$ cat config.mk
export PLATFORM = sky130hd
export DESIGN_NAME = system_options_control
export DESIGN_NICKNAME = d
export VERILOG_FILES = /design/src/verilog/sysopt_pkg.sv /design/src/verilog/system_options_control.sv
export SDC_FILE = /design/constraint.sdc
export NUM_CORES = 1
export LEC_CHECK = 0
export ABC_CLOCK_PERIOD_IN_PS = 1600
export BUFFER_PORTS_ARGS = -buffer_cell sky130_fd_sc_hd__buf_4
export CAP_MARGIN = 15
export CORE_MARGIN = 8
export CORE_UTILIZATION = 48
export DETAILED_ROUTE_END_ITERATION = 8
export MAX_ROUTING_LAYER = met4
export PLACE_DENSITY_LB_ADDON = 0.25
export SLEW_MARGIN = 10
export SYNTH_ARGS = -nofsm -noshare
export SYNTH_HDL_FRONTEND = slang
export SYNTH_SLANG_ARGS = --single-unit
export TNS_END_PERCENT = 100
$ cat constraint.sdc
create_clock -name mclk -period 1.6 [get_ports mclk]
set_input_delay 0.32 -clock mclk [delete_from_list [all_inputs] [get_ports mclk]]
set_output_delay 0.32 -clock mclk [all_outputs]
set_load 0.02 [all_outputs]
$ cat src/verilog/sysopt_pkg.sv
package sysopt_pkg;

	typedef struct packed
	{
		logic       valid;
		logic       write;
		logic       debug;
		logic [2:0] addr;
		logic [7:0] wdata;
	} bus_req_t;

	typedef struct packed
	{
		logic       valid;
		logic [7:0] data;
	} bus_resp_t;

	typedef struct packed
	{
		logic [1:0] watchdog_timeout_sel;
		logic       watchdog_enabled;
		logic       watchdog_bus_clock;
		logic       watchdog_window_active;
		logic       stop_allow;
		logic       twowire_on_port_b;
		logic       debug_pin_enable;
		logic       reset_pin_enable;
		logic       reset_pin_pullup;
		logic       comparator_to_capture;
	} sys_cfg_t;

	// register addresses on the internal register port
	localparam logic [2:0] OFS_DEBUG_FORCE_RESET = 3'h0;
	localparam logic [2:0] OFS_OPTIONS_ONE       = 3'h1;
	localparam logic [2:0] OFS_OPTIONS_TWO       = 3'h2;
	localparam logic [2:0] OFS_IDENT_HIGH        = 3'h3;
	localparam logic [2:0] OFS_IDENT_LOW         = 3'h4;
	localparam logic [2:0] OFS_RESET_STATUS      = 3'h5;

	// field positions
	localparam int BIT_FORCE_RESET      = 0;
	localparam int BIT_TIMEOUT_HI       = 7;
	localparam int BIT_TIMEOUT_LO       = 6;
	localparam int BIT_STOP_ALLOW       = 5;
	localparam int BIT_TWOWIRE_SEL      = 2;
	localparam int BIT_DEBUG_PIN        = 1;
	localparam int BIT_RESET_PIN        = 0;
	localparam int BIT_WDOG_CLOCK       = 7;
	localparam int BIT_WDOG_WINDOW      = 6;
	localparam int BIT_CMP_TO_CAPTURE   = 4;
	localparam int BIT_IDENT_ZERO       = 7;

	// implemented bits, write-once bits and reset values
	localparam logic [7:0] OPT1_MASK      = 8'hE7;
	localparam logic [7:0] OPT1_RESET     = 8'hC2;
	localparam logic [7:0] OPT2_MASK      = 8'hDF;
	localparam logic [7:0] OPT2_ONCE_MASK = 8'hC0;
	localparam logic [7:0] OPT2_RESET     = 8'h00;

	// arbitrary part number, not tied to any real derivative
	localparam logic [11:0] PART_NUMBER = 12'h0A5;

	localparam logic [7:0] SERVICE_FIRST  = 8'h55;
	localparam logic [7:0] SERVICE_SECOND = 8'hAA;

endpackage

$ cat src/verilog/system_options_control.sv
module system_options_control
(
	input  wire logic                 mclk,
	input  wire logic                 reset,
	input  wire logic                 por,
	input  wire logic                 clk_en,
	input  wire sysopt_pkg::bus_req_t req,
	output sysopt_pkg::bus_resp_t     resp,
	output sysopt_pkg::sys_cfg_t      cfg,
	output logic                      debug_reset_req,
	input  wire logic                 stop_exec,
	output logic                      stop_grant,
	output logic                      illegal_stop_reset,
	input  wire logic                 watchdog_last_quarter,
	output logic                      watchdog_restart,
	output logic                      watchdog_fault,
	input  wire logic                 comparator_out,
	input  wire logic [3:0]           timer_ch_out,
	input  wire logic [3:0]           timer_ch_oe,
	output logic      [3:0]           timer_ch_in,
	input  wire logic [3:0]           main_pin_in,
	output logic      [3:0]           main_pin_out,
	output logic      [3:0]           main_pin_oe,
	input  wire logic [3:0]           alt_pin_in,
	output logic      [3:0]           alt_pin_out,
	output logic      [3:0]           alt_pin_oe
);
	import sysopt_pkg::*;

	logic [7:0] opt1;
	logic       opt1_locked;
	logic       reset_pin_en;
	logic [7:0] opt2;
	logic       opt2_locked;
	logic       service_armed;
	logic [3:0] main_meta;
	logic [3:0] main_sync;
	logic [3:0] alt_meta;
	logic [3:0] alt_sync;

	logic       wr;
	logic       rd;
	logic       wr_force;
	logic       wr_opt1;
	logic       wr_opt2;
	logic       wr_status;
	logic [7:0] opt1_view;
	logic [7:0] next_rdata;

	assign wr        = clk_en && req.valid && req.write;
	assign rd        = clk_en && req.valid && !req.write;
	assign wr_force  = wr && req.addr == OFS_DEBUG_FORCE_RESET;
	assign wr_opt1   = wr && req.addr == OFS_OPTIONS_ONE;
	assign wr_opt2   = wr && req.addr == OFS_OPTIONS_TWO;
	assign wr_status = wr && req.addr == OFS_RESET_STATUS;

	// the reset-pin bit lives apart so power-on alone clears it
	assign opt1_view = {opt1[7:1], reset_pin_en} & OPT1_MASK;

	// first write after reset wins, later ones dropped
	always_ff @(posedge mclk)
	begin
		if (reset)
		begin
			opt1        <= OPT1_RESET;
			opt1_locked <= 1'b0;
		end
		else if (wr_opt1 && !opt1_locked)
		begin
			opt1        <= req.wdata & OPT1_MASK;
			opt1_locked <= 1'b1;
		end
	end

	// internal resets leave the reset-pin function alone
	always_ff @(posedge mclk)
	begin
		if (por)
			reset_pin_en <= 1'b0;
		else if (wr_opt1 && !opt1_locked && req.wdata[BIT_RESET_PIN])
			reset_pin_en <= 1'b1;
	end

	// locks cleared by any reset, first write honoured again
	always_ff @(posedge mclk)
	begin
		if (reset)
		begin
			opt2        <= OPT2_RESET;
			opt2_locked <= 1'b0;
		end
		else if (wr_opt2)
		begin
			// watchdog clock and window bits are write-once
			if (!opt2_locked)
			begin
				opt2        <= req.wdata & OPT2_MASK;
				opt2_locked <= 1'b1;
			end
			else
				opt2 <= (opt2 & OPT2_ONCE_MASK) | (req.wdata & OPT2_MASK & ~OPT2_ONCE_MASK);
		end
	end

	// only a background-link write can force a reset
	always_ff @(posedge mclk)
	begin
		if (reset)
			debug_reset_req <= 1'b0;
		else if (clk_en)
			// debug write of one requests full reset
			debug_reset_req <= wr_force && req.debug && req.wdata[BIT_FORCE_RESET];
	end
	// this request is kept off every status-flag source line

	// stop refused becomes an illegal-opcode reset
	always_ff @(posedge mclk)
	begin
		if (reset)
		begin
			stop_grant         <= 1'b0;
			illegal_stop_reset <= 1'b0;
		end
		else if (clk_en)
		begin
			stop_grant         <= stop_exec && opt1[BIT_STOP_ALLOW];
			illegal_stop_reset <= stop_exec && !opt1[BIT_STOP_ALLOW];
		end
	end

	// service pair snooped on the status address
	always_ff @(posedge mclk)
	begin
		if (reset)
		begin
			service_armed    <= 1'b0;
			watchdog_restart <= 1'b0;
			watchdog_fault   <= 1'b0;
		end
		else if (clk_en)
		begin
			watchdog_restart <= 1'b0;
			watchdog_fault   <= 1'b0;
			if (wr_status && cfg.watchdog_enabled)
			begin
				// with the window active, any write before the last quarter resets
				if (cfg.watchdog_window_active && !watchdog_last_quarter)
				begin
					watchdog_fault <= 1'b1;
					service_armed  <= 1'b0;
				end
				else if (req.wdata == SERVICE_FIRST)
					service_armed <= 1'b1;
				else if (req.wdata == SERVICE_SECOND && service_armed)
				begin
					watchdog_restart <= 1'b1;
					service_armed    <= 1'b0;
				end
				else
				begin
					watchdog_fault <= 1'b1;
					service_armed  <= 1'b0;
				end
			end
		end
	end

	always_comb
	begin
		next_rdata = 8'h00;
		unique case (req.addr)
			OFS_DEBUG_FORCE_RESET: next_rdata = 8'h00;
			OFS_OPTIONS_ONE:       next_rdata = opt1_view;
			OFS_OPTIONS_TWO:       next_rdata = opt2 & OPT2_MASK;
			// top bit zero, reserved bits read zero
			OFS_IDENT_HIGH:        next_rdata = {4'h0, PART_NUMBER[11:8]};
			OFS_IDENT_LOW:         next_rdata = PART_NUMBER[7:0];
			default:               next_rdata = 8'h00;
		endcase
	end

	// read answer one cycle after the request
	always_ff @(posedge mclk)
	begin
		if (reset)
			resp <= '0;
		else if (clk_en)
		begin
			resp.valid <= rd;
			if (rd)
				resp.data <= next_rdata;
		end
	end

	always_comb
	begin
		// timeout field forwarded with the clock select
		cfg.watchdog_timeout_sel   = opt1[BIT_TIMEOUT_HI:BIT_TIMEOUT_LO];
		cfg.watchdog_enabled       = opt1[BIT_TIMEOUT_HI:BIT_TIMEOUT_LO] != 2'b00;
		cfg.watchdog_bus_clock     = opt2[BIT_WDOG_CLOCK];
		// window ignored on the 1 kHz clock
		cfg.watchdog_window_active = opt2[BIT_WDOG_WINDOW] && opt2[BIT_WDOG_CLOCK];
		cfg.stop_allow             = opt1[BIT_STOP_ALLOW];
		// two-wire pins move to port B when set
		cfg.twowire_on_port_b      = opt1[BIT_TWOWIRE_SEL];
		cfg.debug_pin_enable       = opt1[BIT_DEBUG_PIN];
		cfg.reset_pin_enable       = reset_pin_en;
		cfg.reset_pin_pullup       = reset_pin_en;
		cfg.comparator_to_capture  = opt2[BIT_CMP_TO_CAPTURE];
	end

	// pin levels are asynchronous, two flops before use
	always_ff @(posedge mclk)
	begin
		if (reset)
		begin
			main_meta <= 4'h0;
			main_sync <= 4'h0;
			alt_meta  <= 4'h0;
			alt_sync  <= 4'h0;
		end
		else if (clk_en)
		begin
			main_meta <= main_pin_in;
			main_sync <= main_meta;
			alt_meta  <= alt_pin_in;
			alt_sync  <= alt_meta;
		end
	end

	// channel i follows option-two bit i: t1c0, t1c1, t2c0, t2c1
	genvar ch;
	generate
		for (ch = 0; ch < 4; ch++)
		begin : g_chan
			assign main_pin_out[ch] = opt2[ch] ? 1'b0 : timer_ch_out[ch];
			assign main_pin_oe[ch]  = !opt2[ch] && timer_ch_oe[ch];
			assign alt_pin_out[ch]  = opt2[ch] ? timer_ch_out[ch] : 1'b0;
			assign alt_pin_oe[ch]   = opt2[ch] && timer_ch_oe[ch];
			if (ch == 0)
			begin : g_cmp
				// comparator replaces the pin on capture zero
				assign timer_ch_in[ch] = opt2[BIT_CMP_TO_CAPTURE] ? comparator_out
					: (opt2[ch] ? alt_sync[ch] : main_sync[ch]);
			end
			else
			begin : g_pin
				assign timer_ch_in[ch] = opt2[ch] ? alt_sync[ch] : main_sync[ch];
			end
		end
	endgenerate
endmodule

Word level (Yosys, flattened, before mapping) --
Index checks and enable logic that the tools add are counted.
Word-level totals: bits of input ports 37, register bits 48, output and inout bits 45, word-level logic and storage cells 86
Cells by class: bitwise gates (word level) 1, mux-type cells 25, eq/ne operators 6, reduce and logical (&&, ||, !) cells 37
Operators with widths (count):
- $logic_and A1 B1 Y1 | 25
- $pmux W8 S3 | 1
- $mux W1 | 23
- $eq A8 B7 Y1 const B | 1
- $eq A8 B8 Y1 const B | 1
- $logic_not A1 Y1 | 8
- $mux W8 | 1
- $or A8 B5 Y8 | 1
- $eq A3 B3 Y1 const B | 2
- $reduce_and A2 Y1 | 2
- $eq A3 B1 Y1 const B | 1
- $eq A3 B2 Y1 const B | 1
- $logic_not A3 Y1 | 1
- $reduce_bool A2 Y1 | 1

Logic depth before layout (Yosys ltp) --
depth in word-level cells 6, mapped depth 6, gate-level depth less buffers 4

Worst setup path before layout --
No wires, ideal clock.
kind input-to-reg, start input port req[10] (netlist name), end register opt1[2], data arrival time 1.250 ns, required time 1.472 ns, path buffers 1, slack 0.222 ns, stages 5, cells stage by stage buf_6 > nand4b_4 > nor3_4 > mux2i_1 > nor2_1
Between the ends: longest elaborated chain between the ends 3
RTL lines:
- start, declared | RTL line system_options_control.sv:7 | input wire sysopt_pkg::bus_req_t req,
- $eq A3 B1 Y1 | RTL line system_options_control.sv:53 | assign wr_opt1 = wr && req.addr == OFS_OPTIONS_ONE;
- $logic_and A1 B1 Y1 | RTL line system_options_control.sv:53
- $logic_and A1 B1 Y1 | RTL line system_options_control.sv:68 | else if (wr_opt1 && !opt1_locked)
- end signal, assigned | RTL line system_options_control.sv:70 | opt1 <= req.wdata & OPT1_MASK;
- end, declared | RTL line system_options_control.sv:30 | logic [7:0] opt1;
No other way between the ends. A chain may end at the register's enable or synchronous reset.

Final worst setup path --
start register opt2[3], end output port timer_ch_in[3]
Between the ends: longest elaborated chain between the ends 1
RTL lines:
- start, declared | RTL line system_options_control.sv:33 | logic [7:0] opt2;
- start signal, assigned | RTL line system_options_control.sv:97 | opt2 <= req.wdata & OPT2_MASK;
- start signal, assigned | RTL line system_options_control.sv:101 | opt2 <= (opt2 & OPT2_ONCE_MASK) | (req.wdata & OPT2_MASK & ~OPT2_ONCE_MASK);
- $mux W1 | RTL line system_options_control.sv:248 | assign timer_ch_in[ch] = opt2[ch] ? alt_sync[ch] : main_sync[ch];
- end, declared | RTL line system_options_control.sv:20 | output logic [3:0] timer_ch_in,
No other way between the ends.

==> summary.txt <==
Cells and area
  • Area of the multi-input gates: 0.00104 mm^2
  • Nets@finish: 347
  • Fillers: 374
  • Ant. Diodes: 0
  • Layout Area Growth over Synthesis: 36.0%
  • Fraction of layout instances using a drive strength above 1: 33.8%
  • Seq. cell area: 922 um^2

Logic synthesis
  • Cells after Synth: 230
  • Async SR Flop Fraction: 0%
  • Top post-synthesis cells by area: dfxtp_1 (45%), mux2i_1 (12%), nor2_1 (8.4%), a21oi_1 (3.4%), nor2b_1 (3.0%)
  • Yosys warnings: 0
  • Post-synthesis area per instance: 8.94 um^2
  • Synth unique cells: 37
  • Yosys top cell area share: 44.8%
  • Seq/Total Area, Yosys: 44.8%
  • Post-synth top cells: dfxtp_1 (46), nor2_1 (46), mux2i_1 (24), a21oi_1 (14), nand2_1 (11)
  • Syn Nets: 267
  • Post-synth EDFFs: 0
  • Mapped cell area: 0.00206 mm^2
  • Top_reg_cell synth: dfxtp_1
  • Synth Register Bits: 46
  • Top cell type by total area after synthesis: dfxtp_1

Die
  • Initial Util: 48.6%
  • Core area: 0.00423 mm^2
  • Die Span Y: 81.5 um
  • Full die area: 0.00664 mm^2
  • # IOs: 82
  • Row count: 24
  • Die width: 81.5 um

Pwr
  • Total design power: 0.00223 W
  • Pwr Density: 798 mW/mm^2
  • Leakage power: 1.26 nW
  • Peak VDD IR: 0.000584 V

Timing
  • Final count of hold timing violations: 0
  • Min Tclk post-route: 1.52 ns
  • Fin. max-slew vios: 0
  • Achievable Freq: 657 MHz
  • Max_slew headroom: 75.6%
  • Setup TNS: 0 ns
  • Final setup fails: 0
  • Worst-margin pin slew: 0.363 ns
  • RSZ-0062 raised after global routing: false
  • Layout Skew: 0.00573 ns
  • Final period util: 95.2%
  • Final WS setup: 0.0772 ns

Setup path
  • Crit-path max cell delay: 0.39 ns
  • Slowest CP cell: dfxtp_2
  • CP delay by family, top: flip-flops
  • Worst Path Required: 1.28 ns
  • CP bufs+invs: 1
  • Critical path class: reg -> out
  • CP startpoint: opt2[3]
  • Crit end category: primary output
  • Crit path depth: 2
  • R2R Path End: watchdog_fault
  • Crit-path cells: mux2_2 > buf_4
  • Crit-path max FO: 7
  • Worst R2R Start: opt1[7]
  • Worst Path Arrival: 1.20 ns
  • Startpoint types: flip-flop
  • Slack of the worst reg-to-reg path: 0.36 ns
  • R2R cell count: 4

Route
  • WL/cell: 14.9 um
  • First-pass DRT Iterations: 4
  • Number of routed nets with antenna violations: 0
  • Residual DRC: 0
  • Vias: 1877
  • Drt via density: 5.17
  • DRT Wirelength: 5410 um
  • Initial DRC Count: 62

Min path
  • Hold EP: reset_pin_en
  • HP Class: in -> reg
  • Worst Hold Depth: 2
  • Min-delay src: por

Clocking
  • CTS sink count: 46
  • Worst skew pair latency: 0.31 ns
  • CTS tree: done
  • Root Driver: clkbuf_8
  • Max Root-Sink Buffers: 2
  • Clock transition at path regs: 0.09 ns
  • Cts bufs inserted: 5
  • H-tree depth: 2

Status
  • Outcome: finished clean

Place
  • Port Buffers: 81
  • HPWL after DPL: 4250 um
  • Dpl ws: 0.169 ns
  • Gp weighted congestion: 0.796

Job
  • Max cap viols: 0

Global routing
  • Initial antenna violation count: 0
  • Largest net degree at the start of global routing: 37
  • First-pass GRT wire length: 8550 um
  • Vias in the first global route: 1845
  • GR Overflow Total: 0
  • Tot GR Track Use: 16.7%
## metrics by stage
stage / instance area, um^2 / std cells / util (%) / hold slack, ns
2_1_floorplan: 2060 / 230 / - / 0.392
3_3_place_gp: 2700 / 355 / 63.8 / 0.451
3_5_place_dp: 2700 / 355 / 63.8 / 0.456
4_1_cts: 2800 / 363 / 66.1 / 0.153
5_1_grt: 2800 / 363 / 66.1 / 0.150
6_report: 2800 / 363 / 66.1 / 0.161
## layer usage
metal  track usage (%)  up-vias  share of wire [%]  wire (um)
met3              5.14        6                7.4        400
met4              5.18        0                1.0         56
li1                  -      947                  -          -
met5                 -        -                  0          0
met1              19.4      875                 45       2420
met2              27.1       49                 47       2530
## cell usage in the layout, fill, tap and decap left out, drive strengths merged, types with 2 or more instances in the layout
cell type and instances:
o21ai 5, buf 89, nand3 2, a22oi 6
a21oi 14, clkbuf 5, nand3b 5, and2 9
a22o 2, mux2 3, a211oi 3, dfxtp 46
inv 3, nor3 9, mux2i 24, nor2 47
nand2b 3, nand2 11, nor2b 10, nor4 2
## area by class of cell
cell class / count / area share (%)
Inverter: 2 / 0.268
Timing Repair Buffer: 89 / 23.9
Multi-Input combinational cell: 166 / 37.2
Sequential cell: 46 / 33.0
Tap cell: 52 / 2.33
Clock buffer: 5 / 2.46
Clock inverter: 3 / 0.894
## cells by family (layout without fill, tap and decap cells)
family | after synthesis | after routing | share of synthesized area (%)
AND/OR/NAND/NOR | 107 | 107 | 27.7
buffers and inverters | 18 | 99 | 4.62
AO/OA/AOI/OAI | 32 | 32 | 9.61
multiplexers | 27 | 27 | 13.3
flip-flops | 46 | 46 | 44.8
## worst max-delay path by stage
stage	end	slack, ns
2_1_floorplan	opt1[2]	0.22
3_3_place_gp	opt2[7]	0.22
3_5_place_dp	opt1[1]	0.17
4_1_cts	timer_ch_in[3]	0.06
5_1_grt	timer_ch_in[1]	0.04
6_report	timer_ch_in[3]	0.08
## flip-flops by register name, indices dropped and copies added (netlist names)
signal and flops:
resp 9, opt2 7, opt1 5, alt_meta 4, alt_sync 4, main_meta 4, main_sync 4, debug_reset_req 1
illegal_stop_reset 1, opt1_locked 1, opt2_locked 1, reset_pin_en 1, service_armed 1, stop_grant 1, watchdog_fault 1, watchdog_restart 1
## worst register-to-register path, stage by stage, from the launching register on
cell	delay, ns
dfxtp_1	0.41
or2_1	0.15
and4_1	0.27
o21ai_1	0.12
o31ai_1	0.20
## repair_timing
action / 4_1_cts / 5_1_grt
resized for setup: 1 / 0
buffers inserted: 0 / 0
setup endpoints to repair: 1 / 0
hold buffers: 0 / 0
hold endpoints to repair: 0 / 0
## report_power, final
group          switching, W  internal, W
sequential        0.0000160      0.00117
clock              0.000426     0.000316
combinational      0.000152     0.000148
(Power assumes the default switching activity.)
